<file path="src/rtl/dor_pkg.sv">
// Purpose: Constants for the digital output routing block
// Assumes: Classic Wishbone register access, 32-bit data, 200 MHz clock
// Notes:   Names, codes and offsets shared by design and bench
// Contract
// - 16-bit entry: source high, gate low
// - Entry 0 soft PWM, entry 1 output 1
// - Entry bit 7 inverts the gating bit
// - All-ones entry disables routing for output
// - Code 00 drives one, 01 zero
// - Codes 02-08 encoder pulses divided 1..64
// - Codes 09-0F position pulses divided 1..64
// - Code 10 brake PWM, 11 inverted
// - Divider 1: one output edge per increment
// - Soft PWM to 2 kHz, others 500 Hz
// - Control bit 0 driven by brake control
// - Routing enabled overrides normal output configuration
`default_nettype none
package dor_pkg;
    localparam int          DOR_ENTRY_W     = 16;
    localparam logic [7:0]  DOR_SRC_ONE     = 8'h00;
    localparam logic [7:0]  DOR_SRC_ZERO    = 8'h01;
    localparam logic [7:0]  DOR_SRC_ENC_LO  = 8'h02;
    localparam logic [7:0]  DOR_SRC_ENC_HI  = 8'h08;
    localparam logic [7:0]  DOR_SRC_POS_LO  = 8'h09;
    localparam logic [7:0]  DOR_SRC_POS_HI  = 8'h0f;
    localparam logic [7:0]  DOR_SRC_PWM     = 8'h10;
    localparam logic [7:0]  DOR_SRC_PWM_INV = 8'h11;
    localparam int          DOR_INV_BIT     = 7;
    localparam logic [15:0] DOR_ENTRY_OFF   = 16'hffff;
    localparam logic [15:0] DOR_ENTRY_RST   = 16'hffff;
    // Register byte addresses
    localparam logic [7:0]  DOR_A_CTRL      = 8'h00;
    localparam logic [7:0]  DOR_A_OCW       = 8'h04;
    localparam logic [7:0]  DOR_A_POL       = 8'h08;
    localparam logic [7:0]  DOR_A_MAN_EN    = 8'h0c;
    localparam logic [7:0]  DOR_A_MAN_VAL   = 8'h10;
    localparam logic [7:0]  DOR_A_STATE     = 8'h14;
    localparam logic [7:0]  DOR_A_ENTRY0    = 8'h40;
    localparam int          DOR_CTRL_EN_BIT = 0;
    localparam int          DOR_OCW_OUT_LSB = 16;
    // Output frequency limits, Hz, and clock rate
    localparam longint      DOR_CLK_HZ      = 200000000;
    localparam longint      DOR_PWM_MAX_HZ  = 2000;
    localparam longint      DOR_OUT_MAX_HZ  = 500;
    // Least half period in cycles, rounded up
    localparam longint      DOR_PWM_HALF_CYC =
        (DOR_CLK_HZ + 2 * DOR_PWM_MAX_HZ - 1) / (2 * DOR_PWM_MAX_HZ);
    localparam longint      DOR_OUT_HALF_CYC =
        (DOR_CLK_HZ + 2 * DOR_OUT_MAX_HZ - 1) / (2 * DOR_OUT_MAX_HZ);
endpackage
`default_nettype wire

</file>
<file path="src/rtl/dor_chan.sv">
// Purpose: One routed output channel: source select, divider, gating, rate limit
// Assumes: Pulse inputs are one-cycle strobes in the clock domain
// Notes:   Output changes no faster than the half period given by MIN_HALF
`timescale 1ns/100ps
`default_nettype none
module dor_chan import dor_pkg::*; #(
    parameter int MIN_HALF = 50000
) (
    // Clock and reset
    input  wire logic        clk_i,
    input  wire logic        rst_i,
    // Configuration
    input  wire logic [15:0] entry_i,
    input  wire logic [31:0] ocw_i,
    // Sources
    input  wire logic        enc_inc_i,
    input  wire logic        pos_inc_i,
    input  wire logic        brake_pwm_i,
    // Result
    output logic             route_o
);
    typedef struct packed {
        logic [5:0]  div;
        logic        tgl;
        logic [31:0] hold;
        logic        out;
    } dor_chan_st_t;

    dor_chan_st_t s_reg;
    dor_chan_st_t s_next;

    logic [7:0] src;
    logic [7:0] gsel;
    logic       gate;
    logic       inc;
    logic [2:0] shamt;
    logic [6:0] ratio;
    logic       want;

    assign src  = entry_i[15:8];
    assign gsel = entry_i[7:0];
    assign gate = ocw_i[gsel[4:0]] ^ gsel[DOR_INV_BIT];

    always_comb begin
        s_next = s_reg;
        inc    = 1'b0;
        shamt  = 3'd0;
        want   = 1'b0;
        if (src >= DOR_SRC_ENC_LO && src <= DOR_SRC_ENC_HI) begin
            inc   = enc_inc_i;
            shamt = 3'(src - DOR_SRC_ENC_LO);
        end else if (src >= DOR_SRC_POS_LO && src <= DOR_SRC_POS_HI) begin
            inc   = pos_inc_i;
            shamt = 3'(src - DOR_SRC_POS_LO);
        end
        ratio = 7'd1 << shamt;
        if (inc) begin
            // One output edge each N increments
            if (7'(s_reg.div) + 7'd1 >= ratio) begin
                s_next.div = 6'd0;
                s_next.tgl = ~s_reg.tgl;
            end else begin
                s_next.div = s_reg.div + 6'd1;
            end
        end
        unique case (1'b1)
            (entry_i == DOR_ENTRY_OFF): want = 1'b0;
            (src == DOR_SRC_ONE):       want = 1'b1;
            (src == DOR_SRC_ZERO):      want = 1'b0;
            (src == DOR_SRC_PWM):       want = brake_pwm_i;
            (src == DOR_SRC_PWM_INV):   want = ~brake_pwm_i;
            (src >= DOR_SRC_ENC_LO && src <= DOR_SRC_POS_HI): want = s_reg.tgl;
            default:                    want = 1'b0;
        endcase
        if (entry_i != DOR_ENTRY_OFF) begin
            want = want & gate;
        end
        // Frequency limit: hold each level at least MIN_HALF cycles
        if (s_reg.hold != 32'd0) begin
            s_next.hold = s_reg.hold - 32'd1;
        end else if (want != s_reg.out) begin
            s_next.out  = want;
            s_next.hold = 32'(MIN_HALF - 1);
        end
    end

    always_ff @(posedge clk_i) begin
        if (rst_i) begin
            s_reg <= '0;
        end else begin
            s_reg <= s_next;
        end
    end

    assign route_o = s_reg.out;
endmodule
`default_nettype wire

</file>
<file path="src/rtl/dor_top.sv">
// Purpose: Digital output routing with Wishbone register access
// Assumes: Single clock, synchronous active-high reset
// Notes:   Open-drain pins: pin driven low when level is zero
`timescale 1ns/100ps
`default_nettype none
module dor_top import dor_pkg::*; #(
    parameter int NUM_OUT  = 4,
    parameter int PWM_HALF = int'(DOR_PWM_HALF_CYC),
    parameter int OUT_HALF = int'(DOR_OUT_HALF_CYC)
) (
    // Clock and reset
    input  wire logic               clk_i,
    input  wire logic               rst_i,
    // Wishbone slave
    input  wire logic               cyc_i,
    input  wire logic               stb_i,
    input  wire logic               we_i,
    input  wire logic [7:0]         adr_i,
    input  wire logic [3:0]         sel_i,
    input  wire logic [31:0]        dat_i,
    output logic [31:0]             dat_o,
    output logic                    ack_o,
    // Sources
    input  wire logic               enc_inc_i,
    input  wire logic               pos_inc_i,
    input  wire logic               brake_pwm_i,
    input  wire logic               brake_ctl_i,
    // Pins
    output logic                    soft_pwm_o,
    output logic [NUM_OUT-1:0]      out_o,
    output logic [NUM_OUT-1:0]      out_oe_o
);
    localparam int NE = NUM_OUT + 1;

    typedef struct packed {
        logic                   route_en;
        logic [31:0]            ocw;
        logic [NUM_OUT-1:0]     pol;
        logic [NUM_OUT-1:0]     man_en;
        logic [NUM_OUT-1:0]     man_val;
        logic [NE*16-1:0]       entry;
        logic [NE-1:0]          lvl;
        logic [NUM_OUT-1:0]     oe;
        logic [31:0]            dat;
        logic                   ack;
    } dor_st_t;

    dor_st_t          s_reg;
    dor_st_t          s_next;
    logic [NE-1:0]    route;
    logic [31:0]      ocw_eff;

    function automatic logic [31:0] wmask(input logic [31:0] old_v,
                                          input logic [31:0] new_v,
                                          input logic [3:0]  sel);
        logic [31:0] r;
        r = old_v;
        for (int b = 0; b < 4; b++) begin
            if (sel[b]) begin
                r[b*8 +: 8] = new_v[b*8 +: 8];
            end
        end
        return r;
    endfunction

    // Brake control owns control bit 0
    assign ocw_eff = {s_reg.ocw[31:1], brake_ctl_i};

    genvar g;
    generate
        for (g = 0; g < NE; g++) begin : g_ch
            dor_chan #(
                .MIN_HALF (g == 0 ? PWM_HALF : OUT_HALF)
            ) u_ch (
                .clk_i       (clk_i),
                .rst_i       (rst_i),
                .entry_i     (s_reg.entry[g*16 +: 16]),
                .ocw_i       (ocw_eff),
                .enc_inc_i   (enc_inc_i),
                .pos_inc_i   (pos_inc_i),
                .brake_pwm_i (brake_pwm_i),
                .route_o     (route[g])
            );
        end
    endgenerate

    always_comb begin
        logic [5:0] idx;
        logic [31:0] nv;
        idx    = 6'd0;
        nv     = 32'd0;
        s_next = s_reg;
        s_next.ack = 1'b0;
        if (cyc_i && stb_i && !s_reg.ack) begin
            s_next.ack = 1'b1;
            s_next.dat = 32'd0;
            if (adr_i >= DOR_A_ENTRY0 && adr_i < DOR_A_ENTRY0 + 8'(NE * 4)) begin
                idx = 6'((adr_i - DOR_A_ENTRY0) >> 2);
                s_next.dat = {16'd0, s_reg.entry[idx*16 +: 16]};
                if (we_i) begin
                    nv = wmask({16'd0, s_reg.entry[idx*16 +: 16]}, dat_i, sel_i);
                    s_next.entry[idx*16 +: 16] = nv[15:0];
                end
            end else begin
                unique case (adr_i)
                    DOR_A_CTRL: begin
                        s_next.dat = {31'd0, s_reg.route_en};
                        if (we_i && sel_i[0]) begin
                            s_next.route_en = dat_i[DOR_CTRL_EN_BIT];
                        end
                    end
                    DOR_A_OCW: begin
                        s_next.dat = ocw_eff;
                        if (we_i) begin
                            s_next.ocw = wmask(s_reg.ocw, dat_i, sel_i);
                        end
                    end
                    DOR_A_POL: begin
                        s_next.dat = 32'(s_reg.pol);
                        if (we_i) begin
                            nv = wmask(32'(s_reg.pol), dat_i, sel_i);
                            s_next.pol = nv[NUM_OUT-1:0];
                        end
                    end
                    DOR_A_MAN_EN: begin
                        s_next.dat = 32'(s_reg.man_en);
                        if (we_i) begin
                            nv = wmask(32'(s_reg.man_en), dat_i, sel_i);
                            s_next.man_en = nv[NUM_OUT-1:0];
                        end
                    end
                    DOR_A_MAN_VAL: begin
                        s_next.dat = 32'(s_reg.man_val);
                        if (we_i) begin
                            nv = wmask(32'(s_reg.man_val), dat_i, sel_i);
                            s_next.man_val = nv[NUM_OUT-1:0];
                        end
                    end
                    DOR_A_STATE: begin
                        s_next.dat = 32'(s_reg.lvl);
                    end
                    default: begin
                        s_next.dat = 32'd0;
                    end
                endcase
            end
        end
        // Output levels: routing or normal configuration
        if (s_reg.route_en) begin
            s_next.lvl = route;
        end else begin
            s_next.lvl[0] = 1'b0;
            for (int i = 0; i < NUM_OUT; i++) begin
                s_next.lvl[i+1] = s_reg.man_en[i] ? s_reg.man_val[i] :
                    (ocw_eff[DOR_OCW_OUT_LSB + i] ^ s_reg.pol[i]);
            end
        end
        // Open-drain enable registered beside the level it pulls low
        s_next.oe = ~s_next.lvl[NE-1:1];
    end

    always_ff @(posedge clk_i) begin
        if (rst_i) begin
            s_reg       <= '0;
            s_reg.entry <= {NE{DOR_ENTRY_RST}};
            s_reg.oe    <= '1;
        end else begin
            s_reg <= s_next;
        end
    end

    assign dat_o      = s_reg.dat;
    assign ack_o      = s_reg.ack;
    assign soft_pwm_o = s_reg.lvl[0];
    assign out_o      = '0;
    assign out_oe_o   = s_reg.oe;
endmodule
`default_nettype wire

</file>
<file path="config.mk">
export PLATFORM = sky130hd
export DESIGN_NAME = dor_top
export DESIGN_NICKNAME = d
export VERILOG_FILES = /design/src/rtl/dor_pkg.sv /design/src/rtl/dor_chan.sv /design/src/rtl/dor_top.sv
export SDC_FILE = /design/constraint.sdc
export NUM_CORES = 1
export LEC_CHECK = 0
export ABC_AREA = 1
export ABC_CLOCK_PERIOD_IN_PS = 3600
export BUFFER_PORTS_ARGS = -buffer_cell sky130_fd_sc_hd__buf_2
export CORE_AREA = 2 2 227 229
export DETAILED_ROUTE_END_ITERATION = 8
export DIE_AREA = 0 0 229 231
export PLACE_DENSITY = 0.65
export RECOVER_POWER = 50
export SYNTH_ARGS = -nofsm -noshare
export SYNTH_HDL_FRONTEND = slang
export SYNTH_SLANG_ARGS = --single-unit
</file>
<file path="constraint.sdc">
create_clock -name clk_i -period 3.6 [get_ports clk_i]
set_input_delay 0.72 -clock clk_i [delete_from_list [all_inputs] [get_ports clk_i]]
set_output_delay 0.72 -clock clk_i [all_outputs]
set_load 0.01 [all_outputs]
</file>
# Word level (Yosys, flattened, before mapping)

Cells that the tools add are included.

Register bits after elaboration: 367
Input bits: 53
Output and inout bits: 42

Add/sub/neg operators: 27
Reductions and logical operators: 56
Muxes and demuxes: 72
Equal/unequal tests: 25
Bitwise operators: 28
Shifts and indexed selects: 8
Order comparisons: 32

Operators by type and width:

| operator                   | number |
|---|---|
| $mux W32                   | 6 |
| $pmux W32 S6               | 1 |
| $mux W33                   | 5 |
| $reduce_bool A32 Y1        | 5 |
| $sub A32 B1 Y32 const B    | 5 |
| $eq A8 B5 Y1 const B       | 12 |
| $bwmux W80                 | 1 |
| $le A8 B4 Y1 const B       | 10 |
| $ne A16 B16 Y1 const B     | 5 |
| $shift A16 B34 Y80 const A | 1 |
| $shiftx A16 B34 Y80        | 1 |
| $shiftx A80 B11 Y16        | 1 |
| $mux W8                    | 8 |
| $logic_not A8 Y1           | 6 |
| $ge A8 B2 Y1 const B       | 5 |
| $ge A8 B4 Y1 const B       | 5 |
| $add A6 B1 Y7 const B      | 5 |
| $ge A7 B7 Y1               | 5 |
| $reduce_and A5 Y1          | 7 |
| $shl A1 B3 Y7 const A      | 5 |
| $neg A10 Y34               | 1 |
| $add A6 B1 Y6 const B      | 5 |
| $lt A5 B6 Y1 const B       | 5 |
| $mux W3                    | 10 |
| 24 further kinds           | 128 |

# Longest topological paths before layout

Gate-level depths: netlist of the first run.

Word-level depth: 8
Depth in mapped cells: 19
Gate-level depth less buffers: 19

# Modules after synthesis

Synthesis of the first run repeated with hierarchy kept, for this count alone.

Cells, all modules: 3574
Area total of the unflattened synthesis: 23416.2 um2

Modules (own cells, without submodules):

| module                       | cells each | area an instance (um2) | sequential area each (um2) | times used |
|---|---|---|---|---|
| dor_chan at g_ch[1].u_ch ... | 451        | 2976.6                 | 800.8                      | 4 |
| dor_top                      | 1322       | 8495.6                 | 3323.2                     | 1 |
| dor_chan at g_ch[0].u_ch     | 448        | 3014.1                 | 800.8                      | 1 |

# Worst setup path before layout of the first run

No wires, ideal clock.

Path kind: input port to flip-flop
From: input adr_i[3]
To: register s_reg[66] (netlist name)
Data required time: 3.462 ns
Cell stages on the path: 14
Path slack: 0.856 ns
Arrival: 2.606 ns
Cell sequence: buf_2 inv_2 buf_2 ha_1 nor2_1 o21a_1 nor3_4 nand2_2 nor4_2 nand2_1 inv_2 buf_4 buf_6 o211ai_1

Cells in the longest elaborated chain, start to end: 8
Elaborated cells on any way between the ends: 18
Those cells by class: add/sub (2); order compare (2); shift (3); mux (9); reduce/logical (2)

Ends and longest elaborated chain:

| element              | RTL line       | RTL |
|---|---|---|
| from (decl)          | dor_top.sv:18  | `input wire logic [7:0] adr_i,` |
| $sub A8 B7 Y8        | dor_top.sv:98  | `idx = 6'((adr_i - DOR_A_ENTRY0) >> 2);` |
| $shiftx A80 B11 Y16  | dor_top.sv:101 | `nv = wmask({16'd0, s_reg.entry[idx*16 +: 16]}, dat_i, sel_i);` |
| $mux W8              | dor_top.sv:59  | `if (sel[b]) begin` |
| $mux W8              | dor_top.sv:100 | `if (we_i) begin` |
| $mux W8              | dor_top.sv:97  | `if (adr_i >= DOR_A_ENTRY0 && adr_i < DOR_A_ENTRY0 + 8'(NE * 4)) begin` |
| $mux W8              | dor_top.sv:94  | `if (cyc_i && stb_i && !s_reg.ack) begin` |
| $shiftx A16 B34 Y80  | dor_top.sv:102 | `s_next.entry[idx*16 +: 16] = nv[15:0];` |
| $bwmux W80           | dor_top.sv:102 |  |
| to (signal assigned) | dor_top.sv:168 | `s_reg <= s_next;` |
| to (decl)            | dor_top.sv:48  | `dor_st_t s_reg;` |

Several ways; a longest one is shown, not always the timed one. The select of a mux whose other input is x is not followed.
A chain may end at the register's enable or synchronous reset.

# Worst setup path after layout of the first run

From: input rst_i
To: register g_ch[4].u_ch.s_reg[16] (netlist name)

RTL lines:

| element              | RTL line       | RTL |
|---|---|---|
| from (decl)          | dor_top.sv:13  | `input wire logic rst_i,` |
| to (signal assigned) | dor_chan.sv:91 | `s_reg <= s_next;` |
| to (decl)            | dor_chan.sv:29 | `dor_chan_st_t s_reg;` |

No word-level cell between the ends.

==> results_dict.tcl, run 1 <==
set metrics [dict create \
    firstDrtPassIters 5 \
    worstPathRequired_ns 3.98 \
    use_met1 0.316 \
    yosysWarnings 0 \
    pre_cts_ws_ns 0.439 \
    synth.distinct_cells 50 \
    cts-hold-fix-buffers 0 \
    cp-end-kind "flip-flop" \
    min_from "dat_i[19]" \
    track_usage 0.235 \
    tns_ns 0 \
    clockPowerShare 0.259 \
    numPortBuffers 90 \
    fin_crit_sh 0.900 \
    maxSlewViolCount 254 \
    pwr-share-comb 0.432 \
    cts_buffer_depth 3 \
    hold_viol_final 0 \
    synthFlopType "dfxtp_1" \
    clock_sinks 366 \
    setup_viol 0 \
    cts_tree "built" \
    viasPerCell 5.29 \
    hold_path.class "primary input to flip-flop" \
    cts_resized 0 \
    wl_per_cell_um 15.8 \
    grt_overflow 0 \
    power.density_mw_per_mm2 732 \
    drtAntennaViolNets 0 \
    crit_type "primary input to flip-flop" \
    fin_util 0.475 \
    reg2reg_depth 17 \
    boundaryPins 95 \
    vias 21300 \
    post_cts_buffers 0 \
    num_rows 83 \
    gp_congestion 0.940 \
    cts_made_buffers 43 \
    fmax_ghz 0.309 \
    min_period_ns 3.24 \
    ys_seq_area_frac 0.334 \
    rsz0062_at_grt "false" \
    grt.busiest_layer "met2" \
    largest_register_ffs 195 \
    mostFrequentLayoutCells "nand2_1, nor2_1, dfxtp_1, inv_1, nand3_1" \
    timing.rr.end "g_ch[0].u_ch.s_reg[34]" \
    max_cap_violations 3 \
    worstHoldEndpoint "ocw_eff[19]" \
    fp.dieH_um 231 \
    worst_slack_ns 0.360 \
    r2r_slack_ns 0.50 \
    routed_wl_um 63300 \
    grt_max_degree 141 \
    synth-async-reset-ratio 0 \
    synthesis.area_mm2 0.0220 \
    crit_path_max_fanout 140 \
    swShare 0.423 \
    htree_levels 2 \
    cts-root-buf "clkbuf_16" \
    p_int_w 0.0102 \
    leakagePower_nw 10.7 \
    outcome "finished with violations" \
    use_met2 0.374 \
    startpoint "rst_i" \
    p_sw_w 0.00745 \
    fin_nets 3427 \
    synth_edf_count 0 \
    ys_ff_latch 366 \
    grt_pass1_vias 19600 \
    start_util 0.433 \
    start_kind "primary input" \
    violations "max-capacitance violations, max-slew violations" \
    met3_usage 0.0373 \
    antenna_found_initial 3 \
    worstPathArrival_ns 3.62 \
    rr_startpoint "s_reg[55]" \
    insertion_delay_ns 0.59 \
    syn_avg_cell_area_um2 6.68 \
    vdd_drop_max_v 0.000654 \
    slew_headroom -0.108 \
    clock_skew_ns 0.0229 \
    drcViolationCount 0 \
    clk_pin_slew_ns 0.06 \
    final_common_cell "nand2_1" \
    die_w_um 229 \
    dieArea_mm2 0.0529 \
    drtIter0Drc 1840 \
    coreArea_mm2 0.0507 \
    worst_slew_pin_slew_ns 1.66 \
    syn_inst 3288 \
    grt_pass1_wl_um 102000 \
    sequentialPowerShare 0.310 \
    syn2layout_area_growth_pct 9.58 \
    post-dp-hpwl_um 46700 \
    layout-drive-gt1-share 0.0570 \
    hold_depth 3 \
]
cell families after synthesis:
logic type | share of synthesized area
buf+inv | 0.0996
simple gates | 0.328
other cells | 0.000171
flops | 0.334
compound gates | 0.134
xor+xnor | 0.0630
fa+ha+maj | 0.0416
worst max-delay path by stage:
| stage | slack (ns) | cells after the start | endpoint |
|---|---|---|---|
| floorplan | 0.86 | 14 | s_reg[66] |
| global placement | 0.52 | 12 | s_reg[102] |
| detailed placement | 0.44 | 12 | s_reg[94] |
| CTS | 0.53 | 17 | g_ch[0].u_ch.s_reg[37] |
| global route | 0.07 | 5 | g_ch[0].u_ch.s_reg[34] |
| finish | 0.36 | 3 | g_ch[4].u_ch.s_reg[16] |
synthesized netlist by cell type, types with 8 or more instances:
| cell | n | area, um2 |
|---|---|---|
| nand2_1 | 719 | 2700 |
| nor2_1 | 428 | 1610 |
| dfxtp_1 | 366 | 7330 |
| inv_1 | 331 | 1240 |
| nand3_1 | 248 | 1240 |
| a21oi_1 | 215 | 1080 |
| o21ai_0 | 137 | 686 |
| nor3_1 | 131 | 656 |
| xor2_1 | 114 | 998 |
| ha_1 | 73 | 913 |
| nand4_1 | 62 | 388 |
| o211ai_1 | 58 | 435 |
| clkbuf_1 | 52 | 195 |
| buf_4 | 48 | 360 |
| buf_2 | 47 | 235 |
| a211oi_1 | 46 | 345 |
| xnor2_1 | 44 | 385 |
| nor4_1 | 26 | 163 |
| o22ai_1 | 20 | 125 |
| o21ai_1 | 17 | 85.1 |
| buf_1 | 9 | 33.8 |
| inv_2 | 9 | 33.8 |
| nand3b_1 | 8 | 60.1 |
area by class of cell:
cell class | instances | area, um2
tap | 680 | 851
clock buffer | 62 | 1240
inverter | 345 | 1290
multi-input combinational | 2418 | 12400
fill | 5262 | 26600
clock inverter | 18 | 240
antenna | 1 | 2.50
timing repair buffer | 127 | 673
sequential | 366 | 7330
per-layer routing:
layer  vias to the layer above  routed length, um
li1                      10900                  -
met1                      9624              29000
met2                       612              27700
met3                       143               4060
met4                         4               2480
met5                         -                 30
critical path, stage by stage:
cell	delay, ns
clkbuf_1	1.15
clkbuf_4	1.43
nor3_1	0.18
power groups by stage:
stage	clock, W	sequential, W	combinational, W
2_1_floorplan	0	0.00534	0.00608
3_3_place_gp	0	0.00553	0.00757
3_5_place_dp	0	0.00552	0.00757
4_1_cts	0.00466	0.00545	0.00762
5_1_grt	0.00481	0.00557	0.00874
6_report	0.00455	0.00546	0.00760
stage by stage:
stage | instance area (um2) | power (W) | instances | hold slack (ns)
detailed placement | 22700 | 0.0131 | 3936 | 0.448
finish | 24100 | 0.0176 | 4017 | 0.409
CTS | 24200 | 0.0177 | 4016 | 0.386
global placement | 22700 | 0.0131 | 3936 | 0.452
global route | 24100 | 0.0191 | 4017 | 0.420
floorplan | 22000 | 0.0114 | 3291 | 0.428
(Power assumes the default switching activity.)
==> inputs of run 2 (changes only) <==
- CORE_AREA: 2 2 227 229 -> 2 2 192 270
- DIE_AREA: 0 0 229 231 -> 0 0 194 272
==> results_dict.tcl, run 2 (synthesized netlist as in run 1, its figures left out) <==
set metrics [dict create \
    outcome "finished with violations" \
    violations "max-capacitance violations, max-slew violations" \
    routed_wl_um 65700 \
    r2r_slack_ns 0.49 \
    boundaryPins 95 \
    drtAntennaViolNets 0 \
    tns_ns 0 \
    reg2reg_depth 16 \
    fin_crit_sh 0.906 \
    track_usage 0.244 \
    fmax_ghz 0.307 \
    n_fill_cell 5296 \
    cts-hold-fix-buffers 0 \
    dieArea_mm2 0.0528 \
    coreArea_mm2 0.0505 \
    total_power_w 0.0178 \
    cts_buffer_depth 3 \
    wl_per_cell_um 16.5 \
    grt_pass1_vias 20200 \
    syn2layout_area_growth_pct 9.30 \
    post_cts_buffers 0 \
    p_sw_w 0.00753 \
    gp_congestion 0.956 \
    post-dp-hpwl_um 49200 \
    hold_depth 3 \
    fp.dieH_um 272 \
    setup_viol 0 \
    grt_pass1_wl_um 105000 \
    vias 21400 \
    clk_pin_slew_ns 0.07 \
    rr_startpoint "s_reg[100]" \
    min_from "dat_i[21]" \
    cts_made_buffers 41 \
    viasPerCell 5.37 \
    drcViolationCount 0 \
    start_kind "primary input" \
    grt_overflow 0 \
    cp-end-kind "flip-flop" \
    clock_skew_ns 0.0254 \
    min_period_ns 3.26 \
    timing.rr.end "g_ch[3].u_ch.s_reg[37]" \
    crit_path_max_fanout 32 \
    hold_path.class "primary input to flip-flop" \
    fin_nets 3420 \
    drtIter0Drc 1532 \
    mostFrequentLayoutCells "nand2_1, nor2_1, dfxtp_1, inv_1, nand3_1" \
    crit_type "primary input to flip-flop" \
    start_util 0.435 \
    swShare 0.423 \
    maxSlewViolCount 240 \
    htree_levels 2 \
    final_area_mm2 0.0240 \
    insertion_delay_ns 0.58 \
    num_rows 98 \
    layout-drive-gt1-share 0.0547 \
    cts_resized 0 \
    cts_tree "built" \
    largest_register_ffs 195 \
    rsz0062_at_grt "false" \
    firstDrtPassIters 6 \
    numPortBuffers 90 \
    power.density_mw_per_mm2 743 \
    max_cap_violations 2 \
    slew_headroom -0.248 \
    leakagePower_nw 10.7 \
    placed_cell_area_mm2 0.0226 \
    die_w_um 194 \
    worstHoldEndpoint "ocw_eff[21]" \
    cts-root-buf "clkbuf_16" \
    startpoint "adr_i[3]" \
    p_int_w 0.0103 \
    clock_sinks 366 \
    fin_util 0.475 \
    worstPathArrival_ns 3.70 \
    antenna_found_initial 5 \
    sequentialPowerShare 0.307 \
    worst_slack_ns 0.338 \
    grt_max_degree 163 \
    pwr-share-comb 0.429 \
    clockPowerShare 0.264 \
    pre_cts_ws_ns 0.503 \
    worst_slew_pin_slew_ns 1.87 \
    hold_viol_final 0 \
    final_common_cell "nand2_1" \
    vdd_drop_max_v 0.000783 \
    worstPathRequired_ns 4.04 \
]
==> run 2: power groups by stage <==
stage	combinational [W]	clock [W]	sequential (W)
4_1_cts	0.00765	0.00480	0.00546
5_1_grt	0.00874	0.00495	0.00558
6_report	0.00765	0.00470	0.00547
3_5_place_dp	0.00760	0	0.00554
3_3_place_gp	0.00758	0	0.00555
2_1_floorplan	0.00608	0	0.00534
==> run 2: worst max-delay path by stage <==
stage,to
global placement,g_ch[3].u_ch.s_reg[37]
CTS,g_ch[3].u_ch.s_reg[37]
detailed placement,g_ch[3].u_ch.s_reg[37]
global route,g_ch[3].u_ch.s_reg[37]
floorplan,s_reg[66]
finish,s_reg[52]
==> run 2: stage by stage <==
| step | hold slack, ns | instances |
|---|---|---|
| 4_1_cts | 0.400 | 3975 |
| 5_1_grt | 0.426 | 3979 |
| 3_5_place_dp | 0.444 | 3901 |
| 2_1_floorplan | 0.428 | 3291 |
| 6_report | 0.427 | 3981 |
| 3_3_place_gp | 0.443 | 3901 |
==> run 2: routing by layer <==
metal  vias up  global-route usage  wire length, um
met1      9752               0.290            26400
li1      10800                   -                -
met2       598               0.431            32200
met4         0               0.126             3420
met5         -                   0                0
met3       188              0.0319             3710
==> run 2: critical path, stage by stage <==
cell,delay (ns)
clkbuf_1,0.66
clkinv_1,0.23
ha_1,0.30
nor2_1,0.19
nor2_1,0.07
inv_1,0.12
nand4_2,0.10
nor3b_1,0.40
nand4_2,0.11
clkbuf_2,0.41
a21oi_1,0.25
o21ai_0,0.12
==> run 2: cell type report <==
| cell class | instances | area (um2) | share of cell area |
|---|---|---|---|
| Inverter | 345 | 1290 | 0.0540 |
| Multi-Input combinational cell | 2418 | 12400 | 0.518 |
| Clock buffer | 51 | 1130 | 0.0472 |
| Clock inverter | 23 | 364 | 0.0152 |
| Timing Repair Buffer | 122 | 626 | 0.0261 |
| Sequential cell | 366 | 7330 | 0.305 |
| Tap cell | 650 | 813 | 0.0339 |
| Antenna cell | 6 | 15.0 | 0.000626 |
==> inputs of run 3 (changes only) <==
- ABC_CLOCK_PERIOD_IN_PS: 3600 -> 3650
- REMOVE_ABC_BUFFERS: default -> 1
- clock period: 3.6 -> 3.65 ns (I/O delays scaled with it)
==> results_dict.tcl, run 3 (synthesized netlist as in run 1, its figures left out) <==
set metrics [dict create \
    outcome "finished with violations" \
    clock_skew_ns 0.0175 \
    grt_pass1_wl_um 104000 \
    cp_cell_sequence "clkbuf_1, clkinvlp_2, buf_12, nand2_1, a211oi_1" \
    multiInputGateArea_mm2 0.0124 \
    leakagePower_nw 10.7 \
    slowest_delay_ns 1.51 \
    firstDrtPassIters 8 \
    final_area_mm2 0.0241 \
    grt_max_degree 113 \
    violations "max-capacitance violations, max-slew violations" \
    hold_viol_final 0 \
    post_cts_buffers 0 \
    sequentialPowerShare 0.308 \
    clockPowerShare 0.267 \
    startpoint "rst_i" \
    num_rows 98 \
    start_kind "primary input" \
    post-dp-hpwl_um 48200 \
    viasPerCell 5.32 \
    worst_slew_pin_slew_ns 1.89 \
    syn2layout_area_growth_pct 9.55 \
    final_common_cell "nand2_1" \
    cts_tree "built" \
    track_usage 0.240 \
    seq_area_mm2 0.00733 \
    fp.dieH_um 272 \
    fin_crit_sh 0.912 \
    hold_path.class "primary input to flip-flop" \
    gp_congestion 0.945 \
    slew_headroom -0.262 \
    cts_resized 0 \
    routed_wl_um 64400 \
    grt_pass1_vias 20400 \
    placed_cell_area_mm2 0.0226 \
    vias 21200 \
    numPortBuffers 90 \
    insertion_delay_ns 0.58 \
    drcViolationCount 0 \
    dieArea_mm2 0.0528 \
    cts-root-buf "clkbuf_16" \
    rsz0062_at_grt "false" \
    p_sw_w 0.00732 \
    clk_pin_slew_ns 0.06 \
    mostFrequentLayoutCells "nand2_1, nor2_1, dfxtp_1, inv_1, nand3_1" \
    n_fill_cell 5302 \
    rr_startpoint "s_reg[83]" \
    power.density_mw_per_mm2 729 \
    cts-hold-fix-buffers 0 \
    boundaryPins 95 \
    worst_slack_ns 0.320 \
    worstPathRequired_ns 4.08 \
    cts_made_buffers 42 \
    swShare 0.417 \
    total_power_w 0.0175 \
    crit_slowest_cell "clkinvlp_2" \
    min_from "dat_i[25]" \
    pwr-share-comb 0.425 \
    grt_overflow 0 \
    critPathBufInv 3 \
    drtIter0Drc 1399 \
    max_cap_violations 3 \
    worstPathArrival_ns 3.76 \
    wl_per_cell_um 16.2 \
    cp-end-kind "flip-flop" \
    die_w_um 194 \
    tns_ns 0 \
    fmax_ghz 0.300 \
    cp_top_family "buffers and inverters" \
    start_util 0.435 \
    layout-drive-gt1-share 0.0544 \
    cts_buffer_depth 3 \
    drtAntennaViolNets 0 \
    crit_path_max_fanout 32 \
    fin_nets 3425 \
    clock_sinks 366 \
    antenna_found_initial 7 \
    htree_levels 2 \
    vdd_drop_max_v 0.000670 \
    crit_type "primary input to flip-flop" \
    setup_viol 0 \
    maxSlewViolCount 150 \
    p_int_w 0.0102 \
    coreArea_mm2 0.0505 \
    r2r_slack_ns 0.53 \
    pre_cts_ws_ns 0.496 \
    largest_register_ffs 195 \
    min_period_ns 3.33 \
]
-- run 3: cell types whose count changed in the layout (fill, tap and decap cells not counted), moves of 2 or more --
cell / previous run / this run
nor2_1: 429 / 431
clkbuf_1: 45 / 48
o21ai_0: 151 / 153
inv_6: 7 / 3
diode_2: 6 / 1
clkinvlp_4: 5 / 2
buf_12: 0 / 2
clkbuf_2: 3 / 1
o21ai_1: 3 / 1
clkinv_2: 1 / 5
buf_4: 26 / 28
-- run 3: layout make-up --
type / count / share of cell area
multi-input combinational: 2418 / 0.516
sequential: 366 / 0.305
antenna: 1 / 0.000104
clock buffer: 53 / 0.0483
clock inverter: 21 / 0.0150
inverter: 345 / 0.0539
tap: 650 / 0.0338
timing repair buffer: 126 / 0.0281
-- run 3: worst register-to-register path, stage by stage (launching register included) --
cell       delay (ns)
dfxtp_1          0.33
inv_1            0.18
ha_1             0.19
inv_1            0.04
o21ai_0          0.15
nand3_1          0.16
nand2_1          0.13
inv_1            0.06
a21oi_1          0.33
nand3_1          0.14
ha_1             0.34
a21oi_1          0.14
o21ai_0          0.12
nand4_1          0.09
o2111ai_1        0.10
nand2_1          0.11
nand2_1          0.17
a211oi_1         0.25
-- run 3: power by group through the flow --
stage          logic [W]  registers (W)  clock network, W
6_report         0.00745        0.00540           0.00469
5_1_grt          0.00856        0.00549           0.00496
4_1_cts          0.00750        0.00540           0.00480
3_5_place_dp     0.00745        0.00547                 0
3_3_place_gp     0.00743        0.00547                 0
2_1_floorplan    0.00590        0.00527                 0
-- run 3: path summary, 6_finish.rpt --
| path | to | depth (start not counted) |
|---|---|---|
| max reg2reg | g_ch[2].u_ch.s_reg[38] | 17 |
| max | g_ch[0].u_ch.s_reg[37] | 5 |
| min | ocw_eff[25] | 3 |
| min reg2reg | dat_o[14] | 2 |
-- run 3: through the flow --
step	std cells	hold slack [ns]	util
floorplan	3129	0.421	-
global placement	3905	0.449	0.448
detailed placement	3905	0.449	0.448
CTS	3979	0.398	0.478
global route	3980	0.442	0.476
finish	3980	0.441	0.476
-- run 3: routing by layer --
layer,global-route usage,share of wire
met5,0,0.0011
met3,0.0379,0.044
met4,0.132,0.058
met1,0.269,0.40
met2,0.433,0.49
